[config.mk]
export PLATFORM = sky130hd
export DESIGN_NAME = fpm_ctrl
export DESIGN_NICKNAME = d
export VERILOG_FILES = /design/src/core/fpm_pkg.sv /design/src/core/fpm_shift_if.sv /design/src/core/fpm_ctrl.sv /design/src/core/fpm_shifter.sv
export SDC_FILE = /design/constraint.sdc
export NUM_CORES = 1
export LEC_CHECK = 0
export BUFFER_PORTS_ARGS = -buffer_cell sky130_fd_sc_hd__buf_2
export CAP_MARGIN = 10
export CORE_MARGIN = 3
export CORE_UTILIZATION = 50
export CTS_BUF_LIST = sky130_fd_sc_hd__clkbuf_4 sky130_fd_sc_hd__clkbuf_8
export DETAILED_ROUTE_END_ITERATION = 10
export GPL_ROUTABILITY_DRIVEN = 0
export PLACE_DENSITY = 0.67
export SLEW_MARGIN = 5
export SYNTH_ARGS = -nofsm -noshare
export SYNTH_HDL_FRONTEND = slang
export SYNTH_SLANG_ARGS = --single-unit
[constraint.sdc]
create_clock -name I_CLK_SYS -period 10.9 [get_ports I_CLK_SYS]
set_input_delay 2.18 -clock I_CLK_SYS [delete_from_list [all_inputs] [get_ports I_CLK_SYS]]
set_output_delay 2.18 -clock I_CLK_SYS [all_outputs]
set_load 0.03 [all_outputs]
[src/core/fpm_pkg.sv]
// Constants for the flash power-mode and page-size controller.
// Assumes a 20 MHz system clock; SPI pins are sampled, not used as clocks.
// Function
// - In deep power-down only the resume opcode is decoded.
// - Resume is opcode ABh; later bits in that selection are dropped.
// - Valid resume leaves deep power-down once the resume delay after deselect expires.
// - Short or off-byte resume is abandoned; device stays deep powered down.
// - Ultra-deep power-down entry marks both buffers as undefined.
// - In ultra-deep power-down every opcode is ignored.
// - Opcode 79h then deselect enters ultra-deep power-down after delay.
// - Short or off-byte ultra-deep request is cancelled; stays standby.
// - Reset always starts the device in standby.
// - Ultra-deep request is dropped while a self-timed cycle runs.
// - A chip-select pulse of minimum width leaves ultra-deep power-down.
// - Selections before exit delay expires are discarded.
// - Page size is 256 or 264 bytes, either direction allowed.
// - Page size is held in a nonvolatile register; here reset reloads the delivered 264-byte setting.
// - Delivered setting is 264-byte pages.
// - Sequence 3Dh 2Ah 80h A6h then deselect programs 256-byte size.
// - Sequence 3Dh 2Ah 80h A7h then deselect programs 264-byte size.
// - Busy is reported throughout the configuration program time.
// - New page size takes effect as soon as the cycle ends.
// - Ready flag is 0 during a self-timed operation, 1 when ready.
// - Page-size flag reports 256-byte or 264-byte configuration.
// - Opcode B9h then byte-aligned deselect enters deep power-down.
package fpm_pkg;
   localparam logic [7:0] OP_RESUME   = 8'hAB;
   localparam logic [7:0] OP_DEEP     = 8'hB9;
   localparam logic [7:0] OP_ULTRA    = 8'h79;
   localparam logic [7:0] OP_CFG_B0   = 8'h3D;
   localparam logic [7:0] OP_CFG_B1   = 8'h2A;
   localparam logic [7:0] OP_CFG_B2   = 8'h80;
   localparam logic [7:0] OP_CFG_256  = 8'hA6;
   localparam logic [7:0] OP_CFG_264  = 8'hA7;
   localparam int         CLK_MHZ     = 20;
   // Timings in ns.
   localparam int         T_RDPD_NS   = 35000;
   localparam int         T_EDPD_NS   = 3000;
   localparam int         T_EUDPD_NS  = 3000;
   localparam int         T_XUDPD_NS  = 70000;
   localparam int         T_CSLU_NS   = 20;
   localparam int         T_FP_NS     = 200000;
   localparam int         N_RDPD  = T_RDPD_NS * CLK_MHZ / 1000;
   localparam int         N_EDPD  = T_EDPD_NS * CLK_MHZ / 1000;
   localparam int         N_EUDPD = T_EUDPD_NS * CLK_MHZ / 1000;
   localparam int         N_CSLU_R = (T_CSLU_NS * CLK_MHZ + 999) / 1000;
   localparam int         N_CSLU  = (N_CSLU_R < 1) ? 1 : N_CSLU_R;
   localparam int         N_XUDPD = T_XUDPD_NS * CLK_MHZ / 1000;
   localparam int         N_FP    = T_FP_NS * CLK_MHZ / 1000;
   localparam logic       PS_264      = 1'b0;
   localparam logic       PS_256      = 1'b1;
   localparam logic       PS_DELIVERED = PS_264;
   localparam int         TMR_W       = 24;
endpackage : fpm_pkg

[src/core/fpm_shift_if.sv]
// Carries decoded serial-frame events from the shifter to the controller.
// Assumes both ends run on the same system clock.
`timescale 1ns/1ps
interface fpm_shift_if;
   logic       frame_start;
   logic       frame_end;
   logic       byte_done;
   logic [7:0] byte_val;
   logic [2:0] byte_idx;
   logic       aligned;
   logic [7:0] low_cycles;
   modport src (output frame_start, frame_end, byte_done, byte_val,
                output byte_idx, aligned, low_cycles);
   modport dst (input frame_start, frame_end, byte_done, byte_val,
                input byte_idx, aligned, low_cycles);
endinterface : fpm_shift_if

[src/core/fpm_ctrl.sv]
// Power-mode and page-size controller of a serial flash.
// Assumes SPI pins asynchronous to I_CLK_SYS and a busy input from the array.
`timescale 1ns/1ps
module fpm_ctrl #(
   parameter int N_RDPD_P  = fpm_pkg::N_RDPD,
   parameter int N_XUDPD_P = fpm_pkg::N_XUDPD,
   parameter int N_FP_P    = fpm_pkg::N_FP
) (
   // Clock and reset.
   input  wire logic I_CLK_SYS,
   input  wire logic I_RST,
   // SPI pins.
   input  wire logic I_CS_N,
   input  wire logic I_SCK,
   input  wire logic I_SI,
   // Array state.
   input  wire logic I_ARRAY_BUSY,
   // Status.
   output logic      O_READY,
   output logic      O_PAGE_256,
   output logic      O_DEEP_PD,
   output logic      O_ULTRA_PD,
   output logic      O_BUF_UNDEF,
   output logic      O_CMD_ENABLE
);
   initial begin
      if (N_RDPD_P < 1 || N_XUDPD_P < 1 || N_FP_P < 1 ||
          N_FP_P >= (1 << fpm_pkg::TMR_W)) begin
         $error("fpm_ctrl: timing counts out of range");
      end
   end

   typedef enum logic [6:0] {
      ST_STBY   = 7'h01,
      ST_TO_DPD = 7'h02,
      ST_DPD    = 7'h04,
      ST_RESUME = 7'h08,
      ST_TO_UPD = 7'h10,
      ST_UPD    = 7'h20,
      ST_XUPD   = 7'h40
   } fpm_state_t;

   typedef struct packed {
      fpm_state_t                 st;
      logic [fpm_pkg::TMR_W-1:0] tmr;
      logic [fpm_pkg::TMR_W-1:0] fp_tmr;
      logic                       cfg_busy;
      logic                       page_256;
      logic                       pend_256;
      logic                       buf_undef;
      logic [7:0]                 op;
      logic                       cfg_ok;
      logic                       cfg_sel;
      logic                       pulse_ok;
   } fpm_ctl_t;

   fpm_ctl_t    c_q, c_d;
   fpm_shift_if ev ();

   fpm_shifter u_shift (
      .i_clk  (I_CLK_SYS),
      .i_rst  (I_RST),
      .i_cs_n (I_CS_N),
      .i_sck  (I_SCK),
      .i_si   (I_SI),
      .ev     (ev.src)
   );

   function automatic logic [fpm_pkg::TMR_W-1:0] cnt(input int n);
      cnt = fpm_pkg::TMR_W'(n);
   endfunction : cnt

   // Expected configuration byte at a given position.
   function automatic logic cfg_match(input logic [2:0] idx,
                                      input logic [7:0] b);
      case (idx)
         3'h1:    cfg_match = (b == fpm_pkg::OP_CFG_B0);
         3'h2:    cfg_match = (b == fpm_pkg::OP_CFG_B1);
         3'h3:    cfg_match = (b == fpm_pkg::OP_CFG_B2);
         default: cfg_match = 1'b0;
      endcase
   endfunction : cfg_match

   logic busy_any;
   assign busy_any = c_q.cfg_busy | I_ARRAY_BUSY;

   always_comb begin
      c_d = c_q;
      if (ev.frame_start) begin
         c_d.op     = 8'h00;
         c_d.cfg_ok = 1'b1;
      end
      // Opcode is the first byte; later bytes never replace it.
      if (ev.byte_done) begin
         if (ev.byte_idx == 3'h1) begin
            c_d.op = ev.byte_val;
         end
         if (ev.byte_idx <= 3'h3) begin
            c_d.cfg_ok = c_q.cfg_ok & cfg_match(ev.byte_idx, ev.byte_val);
         end else if (ev.byte_idx == 3'h4) begin
            c_d.cfg_ok  = c_q.cfg_ok &
                          (ev.byte_val == fpm_pkg::OP_CFG_256 ||
                           ev.byte_val == fpm_pkg::OP_CFG_264);
            c_d.cfg_sel = (ev.byte_val == fpm_pkg::OP_CFG_256);
         end else begin
            c_d.cfg_ok = 1'b0;
         end
      end
      if (c_q.tmr != '0) begin
         c_d.tmr = c_q.tmr - cnt(1);
      end
      if (c_q.cfg_busy) begin
         if (c_q.fp_tmr == cnt(1)) begin
            c_d.cfg_busy = 1'b0;
            c_d.page_256 = c_q.pend_256;
         end
         c_d.fp_tmr = c_q.fp_tmr - cnt(1);
      end
      case (c_q.st)
         ST_STBY: begin
            if (ev.frame_end && ev.aligned && ev.byte_idx != 3'h0) begin
               if (c_q.op == fpm_pkg::OP_DEEP && !busy_any) begin
                  c_d.st  = ST_TO_DPD;
                  c_d.tmr = cnt(fpm_pkg::N_EDPD);
               end else if (c_q.op == fpm_pkg::OP_ULTRA &&
                            !busy_any) begin
                  c_d.st  = ST_TO_UPD;
                  c_d.tmr = cnt(fpm_pkg::N_EUDPD);
               end else if (c_d.cfg_ok && ev.byte_idx == 3'h4 &&
                            !busy_any) begin
                  c_d.cfg_busy = 1'b1;
                  c_d.pend_256 = c_q.cfg_sel;
                  c_d.fp_tmr   = cnt(N_FP_P);
               end
            end
            // Short or off-byte frames fall through and stay here.
         end
         ST_TO_DPD: begin
            if (c_q.tmr == '0) begin
               c_d.st = ST_DPD;
            end
         end
         ST_DPD: begin
            if (ev.frame_end && ev.aligned && ev.byte_idx != 3'h0 &&
                c_q.op == fpm_pkg::OP_RESUME) begin
               c_d.st  = ST_RESUME;
               c_d.tmr = cnt(N_RDPD_P);
            end
         end
         ST_RESUME: begin
            if (c_q.tmr == '0) begin
               c_d.st = ST_STBY;
            end
         end
         ST_TO_UPD: begin
            c_d.buf_undef = 1'b1;
            if (c_q.tmr == '0) begin
               c_d.st = ST_UPD;
            end
         end
         ST_UPD: begin
            if (ev.frame_start) begin
               c_d.pulse_ok = 1'b0;
            end
            if (ev.low_cycles >= 8'(fpm_pkg::N_CSLU)) begin
               c_d.pulse_ok = 1'b1;
            end
            if (ev.frame_end && c_d.pulse_ok) begin
               c_d.st  = ST_XUPD;
               c_d.tmr = cnt(N_XUDPD_P);
            end
         end
         ST_XUPD: begin
            if (c_q.tmr == '0) begin
               c_d.st = ST_STBY;
            end
         end
         default: begin
            c_d.st = ST_STBY;
         end
      endcase
   end

   always_ff @(posedge I_CLK_SYS or posedge I_RST) begin
      if (I_RST) begin
         c_q          <= '0;
         c_q.st       <= ST_STBY;
         c_q.page_256 <= fpm_pkg::PS_DELIVERED;
         c_q.pend_256 <= fpm_pkg::PS_DELIVERED;
      end else begin
         c_q <= c_d;
      end
   end

   always_comb begin
      O_READY      = ~busy_any;
      O_PAGE_256   = c_q.page_256;
      O_DEEP_PD    = (c_q.st == ST_DPD) || (c_q.st == ST_RESUME);
      O_ULTRA_PD   = (c_q.st == ST_UPD) || (c_q.st == ST_XUPD);
      O_BUF_UNDEF  = c_q.buf_undef;
      O_CMD_ENABLE = (c_q.st == ST_STBY);
   end
endmodule : fpm_ctrl

[src/core/fpm_shifter.sv]
// Synchronises SPI pins and assembles bytes from sampled rising edges.
// Assumes SCK is much slower than the 20 MHz system clock.
`timescale 1ns/1ps
module fpm_shifter (
   // Clock and reset.
   input  wire logic  i_clk,
   input  wire logic  i_rst,
   // Pins.
   input  wire logic  i_cs_n,
   input  wire logic  i_sck,
   input  wire logic  i_si,
   // Events.
   fpm_shift_if.src   ev
);
   typedef struct packed {
      logic [2:0] cs_s;
      logic [2:0] sck_s;
      logic [2:0] si_s;
      logic       cs_n;
      logic       sck;
      logic [2:0] bitc;
      logic [7:0] sr;
      logic [2:0] idx;
      logic [7:0] low;
      logic       fs;
      logic       fe;
      logic       bd;
      logic [7:0] bv;
   } fpm_shf_t;
   fpm_shf_t s_q, s_d;

   always_comb begin
      s_d       = s_q;
      s_d.cs_s  = {s_q.cs_s[1:0], i_cs_n};
      s_d.sck_s = {s_q.sck_s[1:0], i_sck};
      s_d.si_s  = {s_q.si_s[1:0], i_si};
      s_d.fs    = 1'b0;
      s_d.fe    = 1'b0;
      s_d.bd    = 1'b0;
      if (s_q.cs_s[2] == s_q.cs_s[1]) begin
         s_d.cs_n = s_q.cs_s[2];
      end
      if (s_q.sck_s[2] == s_q.sck_s[1]) begin
         s_d.sck = s_q.sck_s[2];
      end
      if (s_q.cs_n && !s_d.cs_n) begin
         s_d.fs   = 1'b1;
         s_d.bitc = 3'h0;
         s_d.idx  = 3'h0;
         s_d.low  = 8'h00;
      end else if (!s_q.cs_n && s_d.cs_n) begin
         s_d.fe = 1'b1;
      end
      if (!s_q.cs_n && s_q.low != 8'hFF) begin
         s_d.low = s_q.low + 8'h01;
      end
      if (!s_q.cs_n && !s_q.sck && s_d.sck) begin
         s_d.sr   = {s_q.sr[6:0], s_q.si_s[2]};
         s_d.bitc = s_q.bitc + 3'h1;
         if (s_q.bitc == 3'h7) begin
            s_d.bd = 1'b1;
            s_d.bv = {s_q.sr[6:0], s_q.si_s[2]};
            if (s_q.idx != 3'h7) begin
               s_d.idx = s_q.idx + 3'h1;
            end
         end
      end
   end

   always_ff @(posedge i_clk or posedge i_rst) begin
      if (i_rst) begin
         s_q <= '{cs_s: 3'h7, cs_n: 1'b1, default: '0};
      end else begin
         s_q <= s_d;
      end
   end

   assign ev.frame_start = s_q.fs;
   assign ev.frame_end   = s_q.fe;
   assign ev.byte_done   = s_q.bd;
   assign ev.byte_val    = s_q.bv;
   assign ev.byte_idx    = s_q.idx;
   assign ev.aligned     = (s_q.bitc == 3'h0);
   assign ev.low_cycles  = s_q.low;
endmodule : fpm_shifter

==> run_results.csv, run 1 <==
group,metric,value,unit
critical_path,crit_top_cell,"buf_2",
critical_path,reg2reg_depth,6,
cts,holdBufCountCts,0,
cts,numCtsBuffers,17,
sta,timing.slew.headroom,38.8,%
route,avgRoutedWirePerCell,14.9,µm
floorplan,start_util,52.4,%
critical_path,rr_startpoint,"c_q[43]",
finish,area_growth,10.5,%
sta,setup_viol,0,
synthesis,ys_seq_area_share,51.5,%
route,vias_per_cell,5.52,
power_and_ir_drop,pwr-share-seq,52.1,%
power_and_ir_drop,p_int,0.671,mW
synthesis,async_flop_share,100,%
cts,clock_path_buffers,2,
floorplan,coreArea,0.0105,mm²
critical_path,path_max_fanout,2,
synthesis,syn_area_per_cell,10.3,µm²
synthesis,yosysUniqueCellTypes,53,
sta,period_share,44.0,%
finish,fillers,908,
cts,cts_resized,0,
route,totalWireLength,10500,µm
critical_path,crit_path_end_kind,"primary output",
cts,cts_tree,"done",
floorplan,dieHeight,111,µm
floorplan,rows,37,
sta,max_freq,0.209,GHz
cts,cts_max_level,4,
power_and_ir_drop,p_sw,0.211,mW
critical_path,cp.arrival,2.61,ns
synthesis,yosys_warnings,0,
critical_path,worstSetupStartpointType,"input pin",
route,vias,3877,
sta,fin_ws,6.11,ns
route,drtAntennaViolNets,0,
flow_run,maxCapViolCount,0,
cts,cts.sinks,113,
cts,cts_setup_buffers,0,
critical_path,path_cells,"buf_2 -> nor2_1 -> buf_2",
global_routing,grt_usage,18.4,%
critical_path,criticalPathCategory,"in -> out",
finish,nets,575,
synthesis,synth.largest_area_cell,"dfrtp_1",
sta,finClkSkew,0.0121,ns
floorplan,die_area,0.0123,mm²
status,status,"completed",
global_routing,overflow,0,
power_and_ir_drop,combPwrFrac,6.1,%
power_and_ir_drop,p_leak,2.53,nW
synthesis,yosys_register_bits,113,
power_and_ir_drop,p_clk_share,41.7,%
cts,clkLatencyLatePin,0.42,ns
floorplan,die_x,111,µm
sta,slew_violations,0,
hold_path,hold_path.class,"reg -> reg",
global_routing,grt_pass1_vias,3986,
critical_path,max_stage_delay,0.22,ns
sta,tns,0,ns
synthesis,synth.area.top_cells,"dfrtp_1 49%, xnor2_1 4.8%, nor2_1 4.6%",
sta,rsz0062_at_grt,"false",
global_routing,grt_pass1_wl,18600,µm
power_and_ir_drop,power,0.882,mW
sta,hold_viol,0,
synthesis,synth.cell_area,0.00550,mm²
critical_path,r2r-end,"c_q[67]",
critical_path,crit_required,8.72,ns
hold_path,min_from,"u_shift.s_d[39]",
synthesis,synth_enable_flop_cells,0,
route,dr.pass1.iters,4,
cts,clk_pin_slew_worst_paths,0.06,ns
hold_path,holdPathEnd,"u_shift.s_d[40]",
synthesis,synth_ff_type,"dfrtp_1",
place,hpwlAfterDp,7150,µm
hold_path,whs_path_depth,0,
global_routing,grt_max_degree,71,
global_routing,antenna_found_initial,0,
route,drt_iter0_markers,228,
place,portBuffers,11,
floorplan,io_pins,12,
finish,diodes,0,
finish,drive_above_1_share,15.4,%
synthesis,synth_cells,532,
synthesis,synth_top_area_share,49.1,%
synthesis,syn_nets,554,
route,remaining_drc_errors,0,
place,pre_cts_ws,6.11,ns
power_and_ir_drop,switching_share,23.9,%
sta,tightest_slew,0.895,ns
critical_path,reg2reg_slack,8.02,ns
power_and_ir_drop,powerDensity,145,mW/mm²
critical_path,critPathSlowestCell,"buf_2",
sta,min_period,4.79,ns
power_and_ir_drop,ir_drop,0.0943,mV
cts,clockRootBuffer,"clkbuf_8",
==> registers in the layout, indices dropped and copies added (netlist names) <==
name,cells
u_shift.ev.frame_start,1
O_BUF_UNDEF,1
u_shift.ev.byte_done,1
u_shift.ev.frame_end,1
O_PAGE_256,1
u_shift.ev.byte_val,8
u_shift.ev.low_cycles,8
u_shift.s_d,6
u_shift.s_q,15
c_q,68
u_shift.ev.byte_idx,3
==> power by group through the flow <==
stage | registers, mW | logic, mW | clock network (mW)
floorplan | 0.461 | 0.0436 | 0
global placement | 0.466 | 0.0519 | 0
detailed placement | 0.467 | 0.0556 | 0
CTS | 0.459 | 0.0562 | 0.375
global route | 0.463 | 0.0622 | 0.398
finish | 0.460 | 0.0542 | 0.368
==> worst max-delay path by stage <==
stage / start / to / slack [ns] / depth (start not counted)
6_report: I_ARRAY_BUSY / O_READY / 6.11 / 3
5_1_grt: I_ARRAY_BUSY / O_READY / 6.09 / 3
4_1_cts: I_ARRAY_BUSY / O_READY / 6.10 / 3
3_5_place_dp: I_ARRAY_BUSY / O_READY / 6.11 / 3
3_3_place_gp: I_ARRAY_BUSY / O_READY / 6.10 / 3
2_1_floorplan: I_RST / O_BUF_UNDEF / 5.74 / 1
==> cells by family after synthesis <==
logic type	count (synthesis)	share of synthesized area (%)
mux	20	4.09
buf+inv	35	2.39
fa+ha+maj	16	3.64
xor+xnor	48	7.64
compound gates	65	7.57
flops	113	51.5
simple gates	235	23.2
==> worst max-delay path: cells and delay by family <==
kind | cells | cell delay [ns]
simple gates | 1 | 0.11
buf+inv | 2 | 0.32
==> cells in the final DEF, fill, tap and decap left out, types with 3 or more instances in the layout <==
cell / n
a21o_1: 6
a21oi_1: 11
a22o_1: 4
and3_1: 6
buf_2: 11
buf_4: 4
clkbuf_4: 6
clkbuf_8: 19
clkinv_2: 6
dfrtp_1: 108
dfstp_2: 5
ha_1: 16
inv_1: 20
mux2_2: 20
nand2_1: 41
nand2b_1: 16
nand3_1: 12
nand3b_1: 13
nand4_1: 7
nand4b_1: 6
nor2_1: 67
nor2b_1: 3
nor3_1: 19
nor4_1: 14
o21ai_0: 21
o22ai_1: 3
o31ai_1: 6
or2_2: 4
or3_1: 3
or4_1: 6
or4_4: 3
xnor2_1: 30
xor2_1: 18
==> layer usage <==
layer | share of wire, % | vias to the layer above | GRT usage (%)
li1 | - | 1903 | -
met1 | 47 | 1911 | 23.5
met2 | 49 | 50 | 30.5
met3 | 3.1 | 13 | 5.24
met4 | 1.1 | 0 | 5.42
met5 | 0 | - | 0
==> area by class of cell <==
| class | count | area, µm² | share of cell area (%) |
|---|---|---|---|
| clock buffers | 25 | 307 | 5.04 |
| repair buffers | 15 | 85.1 | 1.40 |
| inverters | 22 | 85.1 | 1.40 |
| flip-flops and latches | 113 | 2830 | 46.6 |
| well taps | 136 | 170 | 2.80 |
| clock inverters | 7 | 60.1 | 0.988 |
| multi-input cells | 384 | 2540 | 41.7 |
==> Yosys cell counts (all sizes together), types with 2 or more instances <==
cell type / instances
a22o: 4
a21o: 6
nor2: 67
nand4b: 6
nor3: 20
and3: 6
o21ai: 23
xnor2: 30
dfrtp: 108
nand2: 41
ha: 16
a2111oi: 2
nand3b: 13
and3b: 2
inv: 21
a21oi: 11
nand4: 7
mux2: 20
o22ai: 3
or2: 5
o31ai: 6
nor4b: 3
nand3: 12
nand2b: 16
or4: 10
nor4: 14
nor2b: 3
or3: 3
xor2: 18
nor4bb: 2
dfstp: 5
a211oi: 2
clkbuf: 13
==> metrics by stage <==
| stage | area, µm² | cells | util [%] | hold slack [ns] |
|---|---|---|---|---|
| after global routing | 6080 | 702 | 57.8 | 0.365 |
| after global placement | 5700 | 669 | 54.3 | 0.333 |
| after CTS | 6070 | 701 | 57.8 | 0.358 |
| after detailed placement | 5700 | 669 | 54.3 | 0.343 |
| final | 6080 | 702 | 57.8 | 0.353 |
| after floorplan | 5500 | 532 | - | 0.331 |
No activity file was read; power rests on OpenSTA's default activity.
==> inputs of run 2 (changes only) <==
--- a/config.mk
+++ b/config.mk
@@ -5,6 +5,7 @@
 export SDC_FILE = /design/constraint.sdc
 export NUM_CORES = 1
 export LEC_CHECK = 0
+export ABC_AREA = 1
 export BUFFER_PORTS_ARGS = -buffer_cell sky130_fd_sc_hd__buf_2
 export CAP_MARGIN = 10
 export CORE_MARGIN = 3
@@ -12,7 +13,7 @@
 export CTS_BUF_LIST = sky130_fd_sc_hd__clkbuf_4 sky130_fd_sc_hd__clkbuf_8
 export DETAILED_ROUTE_END_ITERATION = 10
 export GPL_ROUTABILITY_DRIVEN = 0
-export PLACE_DENSITY = 0.67
+export PLACE_DENSITY = 0.69
 export SLEW_MARGIN = 5
 export SYNTH_ARGS = -nofsm -noshare
 export SYNTH_HDL_FRONTEND = slang
==> constraint.sdc (replaced) <==
create_clock -name I_CLK_SYS -period 4.2 [get_ports I_CLK_SYS]
set_input_delay 0.84 -clock I_CLK_SYS [delete_from_list [all_inputs] [get_ports I_CLK_SYS]]
set_output_delay 0.84 -clock I_CLK_SYS [all_outputs]
set_load 0.03 [all_outputs]
==> run 2 against run 1 <==
Utilization down 0.52 points. First-iteration DRC count rose by 36%. Routed wire length up 17%. Final area up 9.1%. Clock power increased to 3.1 times the previous value. Sequential power increased to 2.5 times the previous value. Largest power group unchanged.
==> run_results.csv, run 2 <==
group,metric,value,unit
finish,final_area,0.00663,mm²
synthesis,synth_cells,767,
cts,clkLatencyLatePin,0.43,ns
finish,top_register,"c_q",
global_routing,grt_max_degree,80,
synthesis,yosys_warnings,0,
hold_path,hold_path.class,"reg -> reg",
cts,cts_resized,0,
synthesis,async_flop_share,100,%
cts,cts_setup_buffers,0,
floorplan,coreArea,0.0116,mm²
finish,drive_above_1_share,10.2,%
critical_path,startpoint,"c_q[66]",
synthesis,synth.largest_area_cell,"dfrtp_1",
critical_path,path_max_fanout,4,
sta,period_share,62.6,%
route,wl_met3,409,µm
sta,fin_ws,1.57,ns
sta,max_freq,0.380,GHz
place,pre_cts_ws,1.69,ns
cts,numCtsBuffers,17,
sta,setup_viol,0,
critical_path,reg2reg_slack,1.85,ns
route,vias_per_cell,5.25,
critical_path,crit_required,3.36,ns
global_routing,grt_usage,20.2,%
flow_run,maxCapViolCount,0,
floorplan,io_pins,12,
cts,holdBufCountCts,0,
cts,clock_path_buffers,2,
route,dr.pass1.iters,7,
finish,nets,813,
finish,reg_top3,"c_q: 68 flops, u_shift.s_q: 15 flops",
route,remaining_drc_errors,0,
floorplan,die_area,0.0133,mm²
finish,largest_register_ff_count,68,
sta,min_period,2.63,ns
finish,diodes,0,
critical_path,cp.arrival,1.79,ns
route,totalWireLength,12200,µm
cts,cts_tree,"done",
status,status,"completed",
sta,rsz0062_at_grt,"false",
synthesis,syn_nets,789,
critical_path,criticalPathCategory,"reg -> out",
critical_path,critPathCapture,"O_ULTRA_PD",
global_routing,grt_pass1_wl,21500,µm
route,wl_met2,6120,µm
route,m1WireLength,5440,µm
critical_path,rr_startpoint,"u_shift.ev.byte_idx[0]",
power_and_ir_drop,ir_drop,0.355,mV
critical_path,worstSetupStartpointType,"flop",
power_and_ir_drop,p_leak,3.18,nW
synthesis,synth_enable_flop_cells,0,
synthesis,yosysMostFrequentCell,"nand2_1",
finish,final_cell_mix,"164 x nand2_1, 118 x nor2_1, 108 x dfrtp_1, 107 x inv_1, 68 x nand3_1",
cts,clockRootBuffer,"clkbuf_8",
cts,clk_pin_slew_worst_paths,0.06,ns
critical_path,path_cells,"nor2_1 -> nand2_1 -> nor2_1 -> inv_1 -> nand2_1 -> buf_2",
global_routing,antenna_found_initial,0,
place,portBuffers,11,
critical_path,critPathSlowestCell,"dfrtp_1",
place,placed_cell_area,0.00619,mm²
synthesis,synth_ff_type,"dfrtp_1",
synthesis,syn_area_per_cell,7.80,µm²
route,vias,4963,
critical_path,cp.depth,6,
synthesis,synth.area.top_cells,"dfrtp_1 45%, nand2_1 10%, nor2_1 7.4%",
power_and_ir_drop,powerDensity,366,mW/mm²
critical_path,max_stage_delay,0.41,ns
sta,slew_violations,0,
synthesis,ys_seq_area_share,47.4,%
finish,final_common_cell,"nand2_1",
finish,area_growth,10.8,%
critical_path,r2r-end,"c_q[51]",
sta,timing.slew.headroom,37.5,%
cts,cts.sinks,113,
sta,finClkSkew,0.00698,ns
floorplan,die_x,115,µm
synthesis,yosysUniqueCellTypes,43,
floorplan,dieHeight,115,µm
route,drt_iter0_markers,310,
sta,tns,0,ns
route,drtAntennaViolNets,0,
place,hpwlAfterDp,8840,µm
critical_path,worst_path_dominant_cell_family,"simple AND/OR/NAND/NOR gates",
global_routing,overflow,0,
cts,cts_max_level,4,
sta,hold_viol,0,
synthesis,yosys_register_bits,113,
sta,tightest_slew,0.938,ns
global_routing,grt_pass1_vias,4851,
route,top_layer,"met4",
floorplan,start_util,51.7,%
synthesis,synth.cell_area,0.00598,mm²
floorplan,rows,39,
synthesis,synth_top_area_share,45.2,%
critical_path,crit_path_end_kind,"primary output",
synthesis,yosys-top-cells-count,"164 x nand2_1, 118 x nor2_1, 108 x dfrtp_1, 108 x inv_1, 68 x nand3_1",
route,avgRoutedWirePerCell,12.9,µm
critical_path,path_buf_inv,2,
critical_path,reg2reg_depth,8,
run 2: power by group:
part	leakage, nW	switching, mW	total, mW	internal [mW]
combinational	1.56	0.0865	0.127	0.0410
clock	0.222	0.430	1.14	0.709
sequential	1.39	0.0288	1.16	1.13
run 2: logic make-up (layout without fill, tap and decap cells):
kind of cell	count (synthesis)	in the layout	synth area share [%]
XOR/XNOR	20	20	2.93
adder cells (fa/ha/maj)	16	16	3.35
AND/OR/NAND/NOR	409	409	30.4
buffers and inverters	123	159	7.97
flip-flops	113	113	47.4
AO/OA/AOI/OAI	86	86	7.99
run 2: cell type report:
| cell class | instances | area, µm² |
|---|---|---|
| multi-input cells | 531 | 2670 |
| fillers | 1056 | 4940 |
| well taps | 143 | 179 |
| inverters | 115 | 434 |
| repair buffers | 13 | 70.1 |
| flip-flops and latches | 113 | 2830 |
| clock inverters | 12 | 190 |
| clock buffers | 19 | 249 |
run 2: how the worst min path moves through the flow:
stage / slack (ns) / startpoint / cells past startpoint / endpoint
after detailed placement: 0.34 / u_shift.s_d[36] / 0 / u_shift.s_d[37]
after floorplan: 0.33 / u_shift.s_d[36] / 0 / u_shift.s_d[37]
after CTS: 0.35 / u_shift.s_d[36] / 0 / u_shift.s_d[37]
after global routing: 0.36 / u_shift.s_d[36] / 0 / u_shift.s_d[37]
after global placement: 0.34 / u_shift.s_d[37] / 0 / u_shift.s_q[37]
final: 0.35 / u_shift.s_d[36] / 0 / u_shift.s_d[37]
run 2: layer usage:
metal | vias up | track usage (%)
met2 | 90 | 34.4
li1 | 2488 | -
met1 | 2361 | 24.2
met4 | 0 | 8.45
met3 | 24 | 5.32
met5 | - | 0
run 2: metrics by stage:
| stage | util [%] | std cells | total power [mW] | hold WS, ns |
|---|---|---|---|---|
| after global placement | 53.5 | 915 | 1.30 | 0.335 |
| after CTS | 57.3 | 946 | 2.46 | 0.355 |
| after global routing | 57.3 | 946 | 2.54 | 0.360 |
| after floorplan | - | 767 | 1.27 | 0.331 |
| final | 57.3 | 946 | 2.43 | 0.350 |
| after detailed placement | 53.5 | 915 | 1.31 | 0.339 |
==> inputs of run 3 (changes only) <==
==> constraint.sdc (replaced) <==
create_clock -name I_CLK_SYS -period 2.4 [get_ports I_CLK_SYS]
set_input_delay 0.48 -clock I_CLK_SYS [delete_from_list [all_inputs] [get_ports I_CLK_SYS]]
set_output_delay 0.48 -clock I_CLK_SYS [all_outputs]
set_load 0.03 [all_outputs]
==> run 3 against run 2 <==
Clock skew is 0.0019 ns higher. Sequential power increased by 75%. Utilization up 0.66 points. Routed wire length rose by 0.67%. Power increased by 77%. Global-route usage rose by 0.13 points. Combinational power is 85% higher. Critical path type unchanged. Critical endpoint unchanged.
==> run_results.csv, run 3 (synthesized netlist as in run 2, its figures left out) <==
group,metric,value,unit
cts,cts_max_level,4,
sta,timing.slew.headroom,58.3,%
cts,cts.sinks,113,
sta,rsz0062_at_grt,"false",
critical_path,max_stage_delay,0.40,ns
power_and_ir_drop,p_leak,3.21,nW
critical_path,crit_path_end_kind,"primary output",
sta,slew_violations,0,
hold_path,hold_path.class,"in -> async",
critical_path,startpoint,"c_q[64]",
finish,final_area,0.00670,mm²
sta,min_period,2.23,ns
global_routing,grt_pass1_wl,21500,µm
finish,final_common_cell,"nand2_1",
floorplan,die_area,0.0133,mm²
sta,tightest_slew,0.624,ns
critical_path,criticalPathCategory,"reg -> out",
power_and_ir_drop,power,4.31,mW
floorplan,coreArea,0.0116,mm²
critical_path,critPathSlowestCell,"dfrtp_1",
critical_path,path_buf_inv,2,
finish,area_growth,12.1,%
floorplan,rows,39,
finish,diodes,0,
sta,setup_viol,0,
sta,tns,0,ns
global_routing,grt_pass1_vias,4851,
critical_path,worst_path_dominant_cell_family,"simple AND/OR/NAND/NOR gates",
flow_run,maxCapViolCount,0,
route,drt_iter0_markers,331,
cts,clkLatencyLatePin,0.45,ns
route,avgRoutedWirePerCell,13.0,µm
floorplan,io_pins,12,
route,top_layer,"met4",
place,pre_cts_ws,0.407,ns
status,status,"completed",
route,m1WireLength,5570,µm
sta,max_freq,0.449,GHz
route,totalWireLength,12300,µm
route,remaining_drc_errors,0,
sta,hold_viol,0,
global_routing,grt_max_degree,45,
floorplan,start_util,51.7,%
cts,numCtsBuffers,17,
global_routing,overflow,0,
place,hpwlAfterDp,8950,µm
route,vias_per_cell,5.19,
finish,largest_register_ff_count,68,
sta,finClkSkew,0.00892,ns
sta,period_share,92.8,%
global_routing,antenna_found_initial,0,
place,portBuffers,11,
finish,nets,818,
route,drtAntennaViolNets,0,
cts,clock_path_buffers,2,
finish,final_cell_mix,"164 x nand2_1, 117 x nor2_1, 108 x dfrtp_1, 107 x inv_1, 68 x nand3_1",
route,wl_met2,6030,µm
power_and_ir_drop,ir_drop,0.554,mV
cts,clk_pin_slew_worst_paths,0.07,ns
sta,fin_ws,0.172,ns
route,wl_met3,505,µm
floorplan,die_x,115,µm
cts,cts_tree,"done",
finish,drive_above_1_share,10.9,%
cts,clockRootBuffer,"clkbuf_8",
place,placed_cell_area,0.00625,mm²
global_routing,grt_usage,20.3,%
critical_path,crit_required,1.92,ns
finish,reg_top3,"c_q: 68 flops, u_shift.s_q: 15 flops",
critical_path,worstSetupStartpointType,"flop",
critical_path,path_max_fanout,4,
critical_path,rr_startpoint,"u_shift.ev.byte_idx[0]",
route,vias,4939,
critical_path,path_cells,"nor2_1 -> nand2_1 -> nor2_1 -> inv_1 -> nand2_1 -> buf_2",
route,dr.pass1.iters,6,
floorplan,dieHeight,115,µm
power_and_ir_drop,powerDensity,642,mW/mm²
critical_path,cp.arrival,1.75,ns
finish,top_register,"c_q",
run 3: power by group:
| group | switching [mW] | total [mW] | internal (mW) |
|---|---|---|---|
| combinational | 0.157 | 0.235 | 0.0777 |
| sequential | 0.0485 | 2.03 | 1.98 |
| clock | 0.766 | 2.04 | 1.27 |
| total | 0.972 | 4.31 | 3.33 |
run 3: final timing paths:
check / endpoint / slack [ns] / depth (start not counted)
max: O_ULTRA_PD / 0.17 / 6
min: u_shift.s_q[31] / 0.11 / 2
max reg2reg: c_q[15] / 0.40 / 9
min reg2reg: u_shift.s_d[37] / 0.35 / 0
max in group asynchronous: c_q[63] / 1.61 / 3
min in group I_CLK_SYS: u_shift.s_d[42] / 0.13 / 1
run 3: per-stage QoR:
stage | hold WS [ns] | utilization [%] | std cells
after floorplan | 0.331 | - | 767
after global placement | 0.334 | 54.1 | 920
after detailed placement | 0.340 | 54.1 | 920
after CTS | 0.106 | 57.9 | 951
after global routing | 0.0981 | 58.0 | 951
final | 0.112 | 58.0 | 951
run 3: metal layers:
layer  vias up  global-route usage (%)
met1      2299                    25.2
met5         -                       0
met3        30                    6.42
li1       2503                       -
met4         0                    7.28
met2       107                    33.5
run 3: layout make-up:
type	instances	area (µm²)
Clock buffer	20	263
Multi-Input combinational cell	531	2670
Timing Repair Buffer	18	133
Tap cell	143	179
Sequential cell	113	2830
Fill cell	1074	4860
Inverter	115	435
Clock inverter	11	186
run 3: worst reg2reg max path, stage by stage, from the launching register on:
cell and delay [ns]:
dfrtp_1 0.44, inv_1 0.10, ha_1 0.24, a21oi_1 0.31
nand3_1 0.11, nor2_1 0.20, nand3_2 0.09, buf_4 0.24
o21ai_0 0.11, inv_1 0.05
run 3: repair_timing:
item / CTS / global route
hold buffers: 0 / 0
setup endpoints to repair: 0 / 1
buffers inserted: 0 / 0
resized for setup: 0 / 1
